**src/verilog/cbmc_pkg.sv**
```systemverilog
// constants and types shared by the charger boot mode control block
package cbmc_pkg;
   // ---------------------------------------------------------------
   // register map (byte addresses, one word each)
   // ---------------------------------------------------------------
   localparam logic [3:0] CBMC_ADDR_CTRL = 4'h0;
   localparam logic [3:0] CBMC_ADDR_STAT = 4'h4;
   localparam logic [3:0] CBMC_ADDR_CHG = 4'h8;
   // control register fields
   localparam int CTRL_OVERRIDE = 0;
   localparam int CTRL_SW_CHARGE = 1;
   localparam int CTRL_BOOT_ACK = 2;
   localparam int CTRL_THERM_DIS = 3;
   localparam int CTRL_BIAS_EN = 4;
   localparam int CTRL_IRQ_CLR = 5;
   localparam logic [5:0] CTRL_RESET = 6'h00;
   // status register fields
   localparam int STAT_FACTORY = 0;
   localparam int STAT_BOOT_FLAG = 1;
   localparam int STAT_BOOT_IRQ = 2;
   localparam int STAT_CHG_ACTIVE = 3;
   localparam int STAT_THERM_WAIT = 4;
   localparam int STAT_STATE_LSB = 8;
   // ---------------------------------------------------------------
   // charge current codes and currents
   // ---------------------------------------------------------------
   localparam logic [3:0] ICODE_LOWEST = 4'h1;
   localparam logic [3:0] ICODE_STEPPED = 4'h4;
   localparam logic [3:0] ICODE_ZERO = 4'h0;
   localparam logic [9:0] EXT_MA_ZERO = 10'h000;
   localparam logic [9:0] EXT_MA_FACTORY = 10'h1F4; // 500 mA
   localparam logic [9:0] EXT_MA_CHARGER = 10'h230; // 560 mA
   localparam logic [9:0] EXT_MA_LPB = 10'h190; // 400 mA
   // ---------------------------------------------------------------
   // sequencer states, one-hot
   // ---------------------------------------------------------------
   typedef enum logic [7:0] {
      ST_IDLE = 8'h01,
      ST_TRICKLE = 8'h02,
      ST_POWERUP = 8'h04,
      ST_STEPUP = 8'h08,
      ST_WATCHDOG = 8'h10,
      ST_ON = 8'h20,
      ST_FACTORY = 8'h40,
      ST_SHUTDOWN = 8'h80
   } cbmc_state_t;
endpackage

```
**src/verilog/cbmc_thermal.sv**
```systemverilog
// battery thermistor check and thermistor bias drive
`timescale 1ns/1ns
module cbmc_thermal
   import cbmc_pkg::*;
(
   input wire logic i_core_clk,
   input wire logic i_reset,
   input wire logic i_charger_input,
   input wire logic i_core_rail_ready,
   input wire logic i_thermistor_in_range,
   input wire logic i_die_cold,
   input wire logic i_thermal_check_disable,
   input wire logic i_bias_out_enable,
   output logic o_thermistor_bias_out,
   output logic o_temp_fault
);
   typedef struct packed {
      logic bias;
      logic fault;
   } cbmc_th_t;
   cbmc_th_t st_ff, nxt_st_ff;

   // ---------------------------------------------------------------
   // bias drive and out of range detection
   // ---------------------------------------------------------------
   always_comb begin
      nxt_st_ff = st_ff;
      // auto bias wins over the enable bit unless the check is off
      nxt_st_ff.bias = i_bias_out_enable |
         (i_charger_input & i_core_rail_ready & ~i_thermal_check_disable);
      // die cold forces the wait state even with the check bypassed
      nxt_st_ff.fault = i_die_cold |
         (~i_thermal_check_disable & ~i_thermistor_in_range & i_charger_input);
   end

   always_ff @(posedge i_core_clk) begin
      if (i_reset) begin
         st_ff <= '0;
      end else begin
         st_ff <= nxt_st_ff;
      end
   end

   assign o_thermistor_bias_out = st_ff.bias;
   assign o_temp_fault = st_ff.fault;
endmodule

```
**src/verilog/cbmc_top.sv**
```systemverilog
// charger boot mode control: factory mode, low-power boot and thermal gating
// Operation
// - factory mode needs bus voltage and identity line pulled high at attach
// - serial factory: pass pair full on, isolation open, trickle, timers, limiter off
// - single factory: power application, minimum current, only charger timer and limiter off (trickle is also off in any factory mode)
// - override bit allows programming; software charge bit exits factory mode
// - mode strap low means normal boot, high permits low-power boot
// - boot flag set only with bus, low supply, strap high, serial path
// - flag clear, strap low: normal interrupt, turn on or trickle until threshold
// - flag clear, strap high, cold start: interrupt held low in watchdog phase
// - flag set: cold start with lowest current code, usb supplies on, indicator off
// - after power-up, before watchdog phase, raise current code to stepped value
// - drive interrupt high in watchdog phase; suppress other interrupts there
// - watchdog hold low or system reset in boot: shut down, trickle, clear flag
// - clearing boot interrupt lets other interrupts through; On mode behaves normally
// - boot acknowledge enables trickle and indicator; isolation closes above battery minimum
// - supply above on threshold in boot: leave trickle, clear flag, raise interrupt
// - charger input and core rail ready drive thermistor bias high
// - thermistor out of range: wait, pause timers, no battery current
// - out of range in precharge: 560/400 mA external, isolation open, trickle stop
// - other out of range: zero external current, isolation closed, then initialise
// - thermal check disable bypasses check and automatic bias drive
// - die below low limit always forces out of temperature state
// - in low-power boot, charger active flag waits for boot acknowledge
//
// The register offsets and the Avalon-MM slave port are this design's own decisions.
`timescale 1ns/1ns
module cbmc_top
   import cbmc_pkg::*;
(
   input wire logic i_core_clk,
   input wire logic i_reset,
   // avalon-mm slave
   input wire logic [3:0] i_avs_address,
   input wire logic i_avs_read,
   input wire logic i_avs_write,
   input wire logic [31:0] i_avs_writedata,
   output logic [31:0] o_avs_readdata,
   output logic o_avs_waitrequest,
   // analog comparator results and pins
   input wire logic i_bus_valid,
   input wire logic i_identity_sense_line,
   input wire logic i_serial_path,
   input wire logic i_mode_strap,
   input wire logic i_supply_above_on,
   input wire logic i_supply_above_battery_on,
   input wire logic i_battery_above_min,
   input wire logic i_cold_start,
   input wire logic i_powerup_done,
   input wire logic i_watchdog_hold_input,
   input wire logic i_system_reset_n,
   input wire logic i_other_irq,
   input wire logic i_charger_input,
   input wire logic i_core_rail_ready,
   input wire logic i_thermistor_in_range,
   input wire logic i_die_cold,
   input wire logic i_precharge_active,
   // outputs
   output logic o_power_on,
   output logic o_processor_reset_out_n,
   output logic o_irq,
   output logic o_usb_supplies_en,
   output logic o_charge_indicator,
   output logic o_trickle_en,
   output logic o_pass_pair_full_on,
   output logic o_battery_isolation_closed,
   output logic o_charger_timer_en,
   output logic o_precharge_timer_en,
   output logic o_power_limiter_en,
   output logic [3:0] o_charge_current_code,
   output logic [9:0] o_ext_current_ma,
   output logic o_thermistor_bias_out
);
   typedef struct packed {
      cbmc_state_t state;
      logic [5:0] ctrl;
      logic boot_flag;
      logic boot_irq;
      logic bus_prev;
      logic factory;
      logic lpb_run;
      logic [3:0] icode;
      logic [31:0] rdata;
      logic ack;
   } cbmc_st_t;
   cbmc_st_t st_ff, nxt_st_ff;

   logic temp_fault;
   logic chg_active;
   logic lpb_cond;
   logic bus_access;

   // ---------------------------------------------------------------
   // thermistor check
   // ---------------------------------------------------------------
   cbmc_thermal u_thermal (
      .i_core_clk(i_core_clk),
      .i_reset(i_reset),
      .i_charger_input(i_charger_input),
      .i_core_rail_ready(i_core_rail_ready),
      .i_thermistor_in_range(i_thermistor_in_range),
      .i_die_cold(i_die_cold),
      .i_thermal_check_disable(st_ff.ctrl[CTRL_THERM_DIS]),
      .i_bias_out_enable(st_ff.ctrl[CTRL_BIAS_EN]),
      .o_thermistor_bias_out(o_thermistor_bias_out),
      .o_temp_fault(temp_fault)
   );

   // qualification of a low-power boot; factory mode excludes it
   assign lpb_cond = i_bus_valid & ~st_ff.factory & ~i_supply_above_on &
      i_mode_strap & i_serial_path;
   assign bus_access = i_avs_read | i_avs_write;
   // active flag held back in boot until software acknowledges
   assign chg_active = ~(st_ff.lpb_run & ~st_ff.ctrl[CTRL_BOOT_ACK]);

   // ---------------------------------------------------------------
   // next state: bus, flags and sequencer
   // ---------------------------------------------------------------
   always_comb begin
      nxt_st_ff = st_ff;
      nxt_st_ff.bus_prev = i_bus_valid;
      nxt_st_ff.ack = bus_access & ~st_ff.ack;
      nxt_st_ff.rdata = st_ff.rdata;
      // one wait state: answer on the second cycle of each request
      if (bus_access & ~st_ff.ack) begin
         if (i_avs_write && i_avs_address == CBMC_ADDR_CTRL) begin
            nxt_st_ff.ctrl = i_avs_writedata[5:0];
         end
         // the current code is writable only in factory mode with the override set
         if (i_avs_write && i_avs_address == CBMC_ADDR_CHG && st_ff.factory &&
             st_ff.ctrl[CTRL_OVERRIDE]) begin
            nxt_st_ff.icode = i_avs_writedata[3:0];
         end
         case (i_avs_address)
            CBMC_ADDR_CTRL: nxt_st_ff.rdata = {26'h0000000, st_ff.ctrl};
            CBMC_ADDR_STAT: nxt_st_ff.rdata = {16'h0000, st_ff.state, 3'h0,
               temp_fault, chg_active, st_ff.boot_irq, st_ff.boot_flag, st_ff.factory};
            CBMC_ADDR_CHG: nxt_st_ff.rdata = {28'h0000000, st_ff.icode};
            default: nxt_st_ff.rdata = 32'h00000000;
         endcase
      end
      // irq clear is a one-shot command bit
      if (st_ff.ctrl[CTRL_IRQ_CLR]) begin
         nxt_st_ff.ctrl[CTRL_IRQ_CLR] = 1'b0;
         nxt_st_ff.boot_irq = 1'b0;
      end
      // factory mode caught on the bus attach edge only
      if (i_bus_valid & ~st_ff.bus_prev) begin
         nxt_st_ff.factory = i_identity_sense_line;
      end
      if (~i_bus_valid) begin
         nxt_st_ff.factory = 1'b0;
      end
      if (st_ff.ctrl[CTRL_SW_CHARGE]) begin
         nxt_st_ff.factory = 1'b0;
      end
      case (st_ff.state)
         ST_IDLE: begin
            if (st_ff.factory) begin
               nxt_st_ff.state = ST_FACTORY;
            end else if (i_bus_valid & st_ff.bus_prev) begin
               // decided one cycle after attach, once the factory capture has landed
               nxt_st_ff.boot_flag = lpb_cond;
               nxt_st_ff.lpb_run = lpb_cond;
               if (lpb_cond) begin
                  nxt_st_ff.icode = ICODE_LOWEST;
                  nxt_st_ff.state = ST_POWERUP;
               end else if (i_supply_above_battery_on) begin
                  nxt_st_ff.state = ST_POWERUP;
               end else begin
                  nxt_st_ff.state = ST_TRICKLE;
               end
            end
         end
         ST_TRICKLE: begin
            // crossing the battery-on level is the turn-on event
            if (i_supply_above_battery_on) begin
               nxt_st_ff.state = ST_POWERUP;
            end
         end
         ST_POWERUP: begin
            if (i_powerup_done) begin
               nxt_st_ff.state = st_ff.lpb_run ? ST_STEPUP : ST_WATCHDOG;
            end
         end
         ST_STEPUP: begin
            nxt_st_ff.icode = ICODE_STEPPED;
            nxt_st_ff.state = ST_WATCHDOG;
         end
         ST_WATCHDOG: begin
            if (~st_ff.lpb_run | st_ff.ctrl[CTRL_BOOT_ACK]) begin
               nxt_st_ff.state = ST_ON;
            end
         end
         ST_ON: begin
            nxt_st_ff.state = ST_ON;
         end
         ST_FACTORY: begin
            if (~st_ff.factory) begin
               nxt_st_ff.state = ST_IDLE;
            end
         end
         ST_SHUTDOWN: begin
            // trickle recovery; wait for bus drop before a new attempt
            if (~i_bus_valid) begin
               nxt_st_ff.state = ST_IDLE;
            end
         end
         default: nxt_st_ff.state = ST_IDLE;
      endcase
      // supply above on threshold ends the boot and tells software
      if (st_ff.lpb_run & st_ff.boot_flag & i_supply_above_on) begin
         nxt_st_ff.boot_flag = 1'b0;
         nxt_st_ff.boot_irq = 1'b1;
         nxt_st_ff.lpb_run = 1'b0;
      end
      // failure of enumeration or a brownout tears the tree down
      if (st_ff.lpb_run && (st_ff.state == ST_WATCHDOG || st_ff.state == ST_ON) &&
          (~i_watchdog_hold_input | ~i_system_reset_n)) begin
         nxt_st_ff.state = ST_SHUTDOWN;
         nxt_st_ff.boot_flag = 1'b0;
         nxt_st_ff.lpb_run = 1'b0;
         nxt_st_ff.icode = ICODE_LOWEST;
      end
   end

   always_ff @(posedge i_core_clk) begin
      if (i_reset) begin
         st_ff <= '{state: ST_IDLE, ctrl: CTRL_RESET, icode: ICODE_LOWEST, default: '0};
      end else begin
         st_ff <= nxt_st_ff;
      end
   end

   // ---------------------------------------------------------------
   // outputs
   // ---------------------------------------------------------------
   logic in_wd;
   logic in_fac;
   logic serial_fac;
   assign in_wd = (st_ff.state == ST_WATCHDOG);
   assign in_fac = (st_ff.state == ST_FACTORY);
   assign serial_fac = in_fac & i_serial_path;

   assign o_avs_waitrequest = bus_access & ~st_ff.ack;
   assign o_avs_readdata = st_ff.rdata;
   assign o_power_on = in_wd | (st_ff.state == ST_ON) | in_fac | (st_ff.state == ST_STEPUP) |
      (st_ff.state == ST_POWERUP);
   assign o_processor_reset_out_n = in_wd | (st_ff.state == ST_ON) | in_fac;
   // interrupt pin: boot forces high, strapped cold start forces low
   always_comb begin
      if (in_wd & st_ff.lpb_run) begin
         o_irq = 1'b1;
      end else if (in_wd & i_mode_strap & i_cold_start) begin
         o_irq = 1'b0;
      end else begin
         o_irq = st_ff.boot_irq | (i_other_irq & ~st_ff.boot_irq);
      end
   end
   assign o_usb_supplies_en = st_ff.lpb_run;
   assign o_charge_indicator = chg_active & ~in_fac & ~(st_ff.state == ST_SHUTDOWN);
   // trickle stops in factory and on any thermal wait
   assign o_trickle_en = ~in_fac & ~temp_fault & (st_ff.state == ST_TRICKLE |
      st_ff.state == ST_SHUTDOWN | (st_ff.lpb_run & st_ff.ctrl[CTRL_BOOT_ACK]));
   assign o_pass_pair_full_on = serial_fac;
   // isolation: open in serial factory, precharge wait and boot below battery minimum, closed otherwise
   always_comb begin
      if (serial_fac) begin
         o_battery_isolation_closed = 1'b0;
      end else if (temp_fault) begin
         o_battery_isolation_closed = ~i_precharge_active;
      end else if (st_ff.lpb_run) begin
         o_battery_isolation_closed = i_battery_above_min;
      end else begin
         o_battery_isolation_closed = 1'b1;
      end
   end
   // timers pause while temperature is out of range
   assign o_charger_timer_en = ~in_fac & ~temp_fault;
   assign o_precharge_timer_en = ~serial_fac & ~temp_fault;
   assign o_power_limiter_en = ~in_fac;
   assign o_charge_current_code = temp_fault ? ICODE_ZERO : st_ff.icode;
   always_comb begin
      if (temp_fault) begin
         if (~i_precharge_active) begin
            o_ext_current_ma = EXT_MA_ZERO;
         end else if (st_ff.lpb_run) begin
            o_ext_current_ma = EXT_MA_LPB;
         end else begin
            o_ext_current_ma = EXT_MA_CHARGER;
         end
      end else if (in_fac & ~i_serial_path) begin
         o_ext_current_ma = EXT_MA_FACTORY;
      end else begin
         o_ext_current_ma = EXT_MA_ZERO;
      end
   end
endmodule
```
**config.mk**
```make
export PLATFORM = sky130hd
export DESIGN_NAME = cbmc_top
export DESIGN_NICKNAME = d
export VERILOG_FILES = /design/src/verilog/cbmc_pkg.sv /design/src/verilog/cbmc_thermal.sv /design/src/verilog/cbmc_top.sv
export SDC_FILE = /design/constraint.sdc
export NUM_CORES = 1
export LEC_CHECK = 0
export ABC_AREA = 1
export BUFFER_PORTS_ARGS = -buffer_cell sky130_fd_sc_hd__buf_2
export CAP_MARGIN = 20
export CORE_ASPECT_RATIO = 1.5
export CORE_UTILIZATION = 30
export CTS_CLUSTER_SIZE = 14
export DETAILED_ROUTE_END_ITERATION = 8
export PLACE_DENSITY_LB_ADDON = 0.05
export SETUP_SLACK_MARGIN = 0.4
export SYNTH_ARGS = -nofsm -noshare
export SYNTH_HDL_FRONTEND = slang
export SYNTH_SLANG_ARGS = --single-unit
export TNS_END_PERCENT = 30
```
**constraint.sdc**
```tcl
create_clock -name i_core_clk -period 2.6 [get_ports i_core_clk]
set_clock_uncertainty 0.15 [all_clocks]
set_input_delay 0.13 -clock i_core_clk [delete_from_list [all_inputs] [get_ports i_core_clk]]
set_output_delay 0.13 -clock i_core_clk [all_outputs]
set_load 0.005 [all_outputs]
```
==> summary.txt <==
Hold path
  – Type of the worst min-delay path: in2reg
  – Hold Crit Depth: 3
  – HP Start: i_identity_sense_line
  – Hold Path Sink: st_ff[38]

Synth
  – Ys async rst share: 0%
  – Mux contribution to synthesized area: 0%
  – Post-synthesis cell count: 339
  – Post-synthesis cell type count: 34
  – Seq/Total Area, Yosys: between 30% and 40%
  – Post-synthesis register bit count: 39
  – Post-synth EDFFs: 0
  – Compound-cell area share of the yosys netlist: between 10% and 20%
  – XOR/XNOR Fraction of Synth Area: 0%
  – Ys flop type: dfxtp_1
  – Ys Warns: 0
  – Adder-cell share of the synthesized area: 0%
  – Syn Area/Cell: 6.89 um2
  – Post-synthesis simple-gate area fraction: between 30% and 40%
  – Largest family of logic cells by synthesized area: simple AND/OR/NAND/NOR gates
  – Syn Std Cell Area: 2340 um2

Clock network
  – Clk_lat worst skew: 0.28 ns
  – Clock Pin Slew Worst Setup and Hold Paths: 0.06 ns
  – # resized after CTS: 0
  – Root Driver: clkbuf_16
  – CTS tree: done
  – Setup Fix Bufs, Post-CTS: 0
  – CTS Buf Count: 5
  – Clock Path Buffers: 2
  – H-Tree Depth: 2
  – Clock Sinks: 39

Detailed routing
  – Final wirelength: 6.50 mm
  – WL/cell: 12.8 um
  – Remaining DRCs: 0
  – Drt pass-1 iters: 4
  – Vias per cell: 4.38
  – ANT nets after route: 0
  – Via count: 2227
  – DRT iter0 DRCs: ~110

Critical path
  – Reg-to-Reg End: st_ff[53]
  – Crit path DAT: approximately 1.6 ns
  – Crit path required time: between 2 and 2.5 ns
  – Max Fanout on Critical Path: 6
  – Critical path class: reg2out
  – Flop2flop setup slack: ~1.0 ns
  – FF-to-FF path depth: 10
  – Reg-to-Reg Start: st_ff[50]
  – Worst Setup Start Kind: flip-flop
  – Critical Path End Type: output port

Power and ir drop
  – Leakage: 1.46 nW
  – Combinational power share: 28.4%
  – Sw Share: 31.8%
  – Pwr dens: 709 nW/um2
  – Switch Pwr: roughly 660 uW
  – Overall Power: a little over 2 mW
  – Clk network pwr share: 38.5%
  – VDD IR-drop max: 0.438 mV
  – Seq pwr share: about a third
  – Pint: about 1.4 mW

STA
  – Min Tclk post-route: approximately 1.9 ns
  – Worst hold slack: between 0.02 and 0.025 ns
  – Fin. max-slew vios: 0
  – Setup TNS: 0 ns
  – RSZ-0062 raised after global routing: false
  – Max Clk Rate: roughly 0.52 GHz
  – Setup ws final: 0.688 ns
  – Final Hold Viols: 0
  – Setup Viol. Count Final: 0
  – Period utilization: 73.5%

Floorplan
  – Core box area: 7560 um2
  – Die Y: around 110 um
  – Die ar.: a little over 8000 um2
  – Initial cell density of the core: a little under a third
  – Die X-Extent: between 70 and 80 um
  – I/O Pins: 116
  – Rows: 39

Global route
  – Vias in the first global route: 2119
  – Largest net degree at the start of global routing: 26
  – Global route overflow: 0
  – First-pass GRT wire length: 10.3 mm
  – GRT Overall Usage: 17.3%
  – Initial antenna violation count: 0

Placement
  – Final GP Congestion: 0.776
  – Placed inst area: 2610 um2
  – I/O Buffers: 68
  – Dpl cells: just under 500
  – Post-DP HPWL: 5.22 mm
  – Pre-CTS setup slack: 0.954 ns

Finish
  – Most frequent cells in the layout: buf_2 (68), nand2_1 (65), dfxtp_1 (39)
  – Post-Route Utilization: 38.4%
  – Post-route cell area: 2900 um2
  – Antenna diode count: 0
  – Share of layout cells above drive strength 1: 27.8%
  – Commonest non-fill, non-tap cell in the layout: buf_2
  – Area Overhead vs Synth: 24.3%
  – Non-Filler Instances: 509
  – Final net count: 463

Run status
  – Status: finished clean

Job
  – Max-Cap Viols: 0
## power groups by stage
stage | clock [mW] | combinational, mW | sequential, mW
after floorplan | 0 | 0.468 | 0.683
after global placement | 0 | 0.576 | 0.697
after detailed placement | 0 | 0.576 | 0.697
after CTS | 0.818 | 0.591 | 0.683
after global routing | 0.842 | 0.671 | 0.688
final | 0.793 | 0.585 | 0.681
## area by class of cell
type	count	area [um2]
timing repair buffer	82	473
inverter	44	168
tap	102	128
clock buffer	6	129
multi-input combinational	234	1170
fill	847	4660
sequential	39	781
clock inverter	2	60.1
## cell usage after synthesis (4+ instances only)
library cell / number / area share, %
nand2_2: 4 / 1.1
inv_2: 7 / 1.1
nor2_4: 4 / 1.9
clkbuf_1: 4 / 0.64
nor2_1: 38 / 6.1
dfxtp_1: 39 / 33
nand2_1: 65 / 10
inv_1: 35 / 5.6
buf_4: 37 / 12
o21ai_0: 22 / 4.7
nand3_1: 15 / 3.2
a21oi_1: 28 / 6.0
nor2_2: 8 / 2.1
## repair_timing
action,CTS,global route
setup endpoints to repair,0,0
hold endpoints to repair,12,0
hold buffers,11,0
## metal layers
metal	GRT usage (%)	share of wire [%]	up-vias	wire (um)
li1	-	-	1155	-
met1	19.0	40	997	2620
met2	31.7	53	61	3470
met3	2.64	3.0	14	192
met4	8.38	3.3	0	215
met5	0	0	-	0
## cell families after synthesis
family                 count (synthesis)
AND/OR/NAND/NOR                      151
flip-flops                            39
AO/OA/AOI/OAI                         62
other                                  1
buffers and inverters                 86
## worst max path at each step
stage / from / endpoint / slack [ns]
3_3_place_gp: st_ff[54] / o_ext_current_ma[8] / 0.97
5_1_grt: st_ff[55] / o_ext_current_ma[7] / 0.51
4_1_cts: st_ff[54] / o_ext_current_ma[7] / 0.64
2_1_floorplan: st_ff[50] / o_ext_current_ma[8] / 1.04
3_5_place_dp: st_ff[54] / o_ext_current_ma[7] / 0.95
6_report: st_ff[55] / o_ext_current_ma[8] / 0.69
## sequential cells by signal, summed over array words and instances, names as in the netlist
register and count:
u_thermal.o_temp_fault 1, st_ff 22, o_usb_supplies_en 1, o_avs_readdata 14, u_thermal.o_thermistor_bias_out 1
## critical path: stages (launching register included)
cell and delay, ns:
dfxtp_1 0.35, inv_1 0.09, nand2_1 0.05, nor2_1 0.20
nand2_2 0.15, nor3_2 0.17, inv_1 0.10, o21ai_0 0.10
buf_2 0.15
No activity file was read; power rests on OpenSTA's default activity.
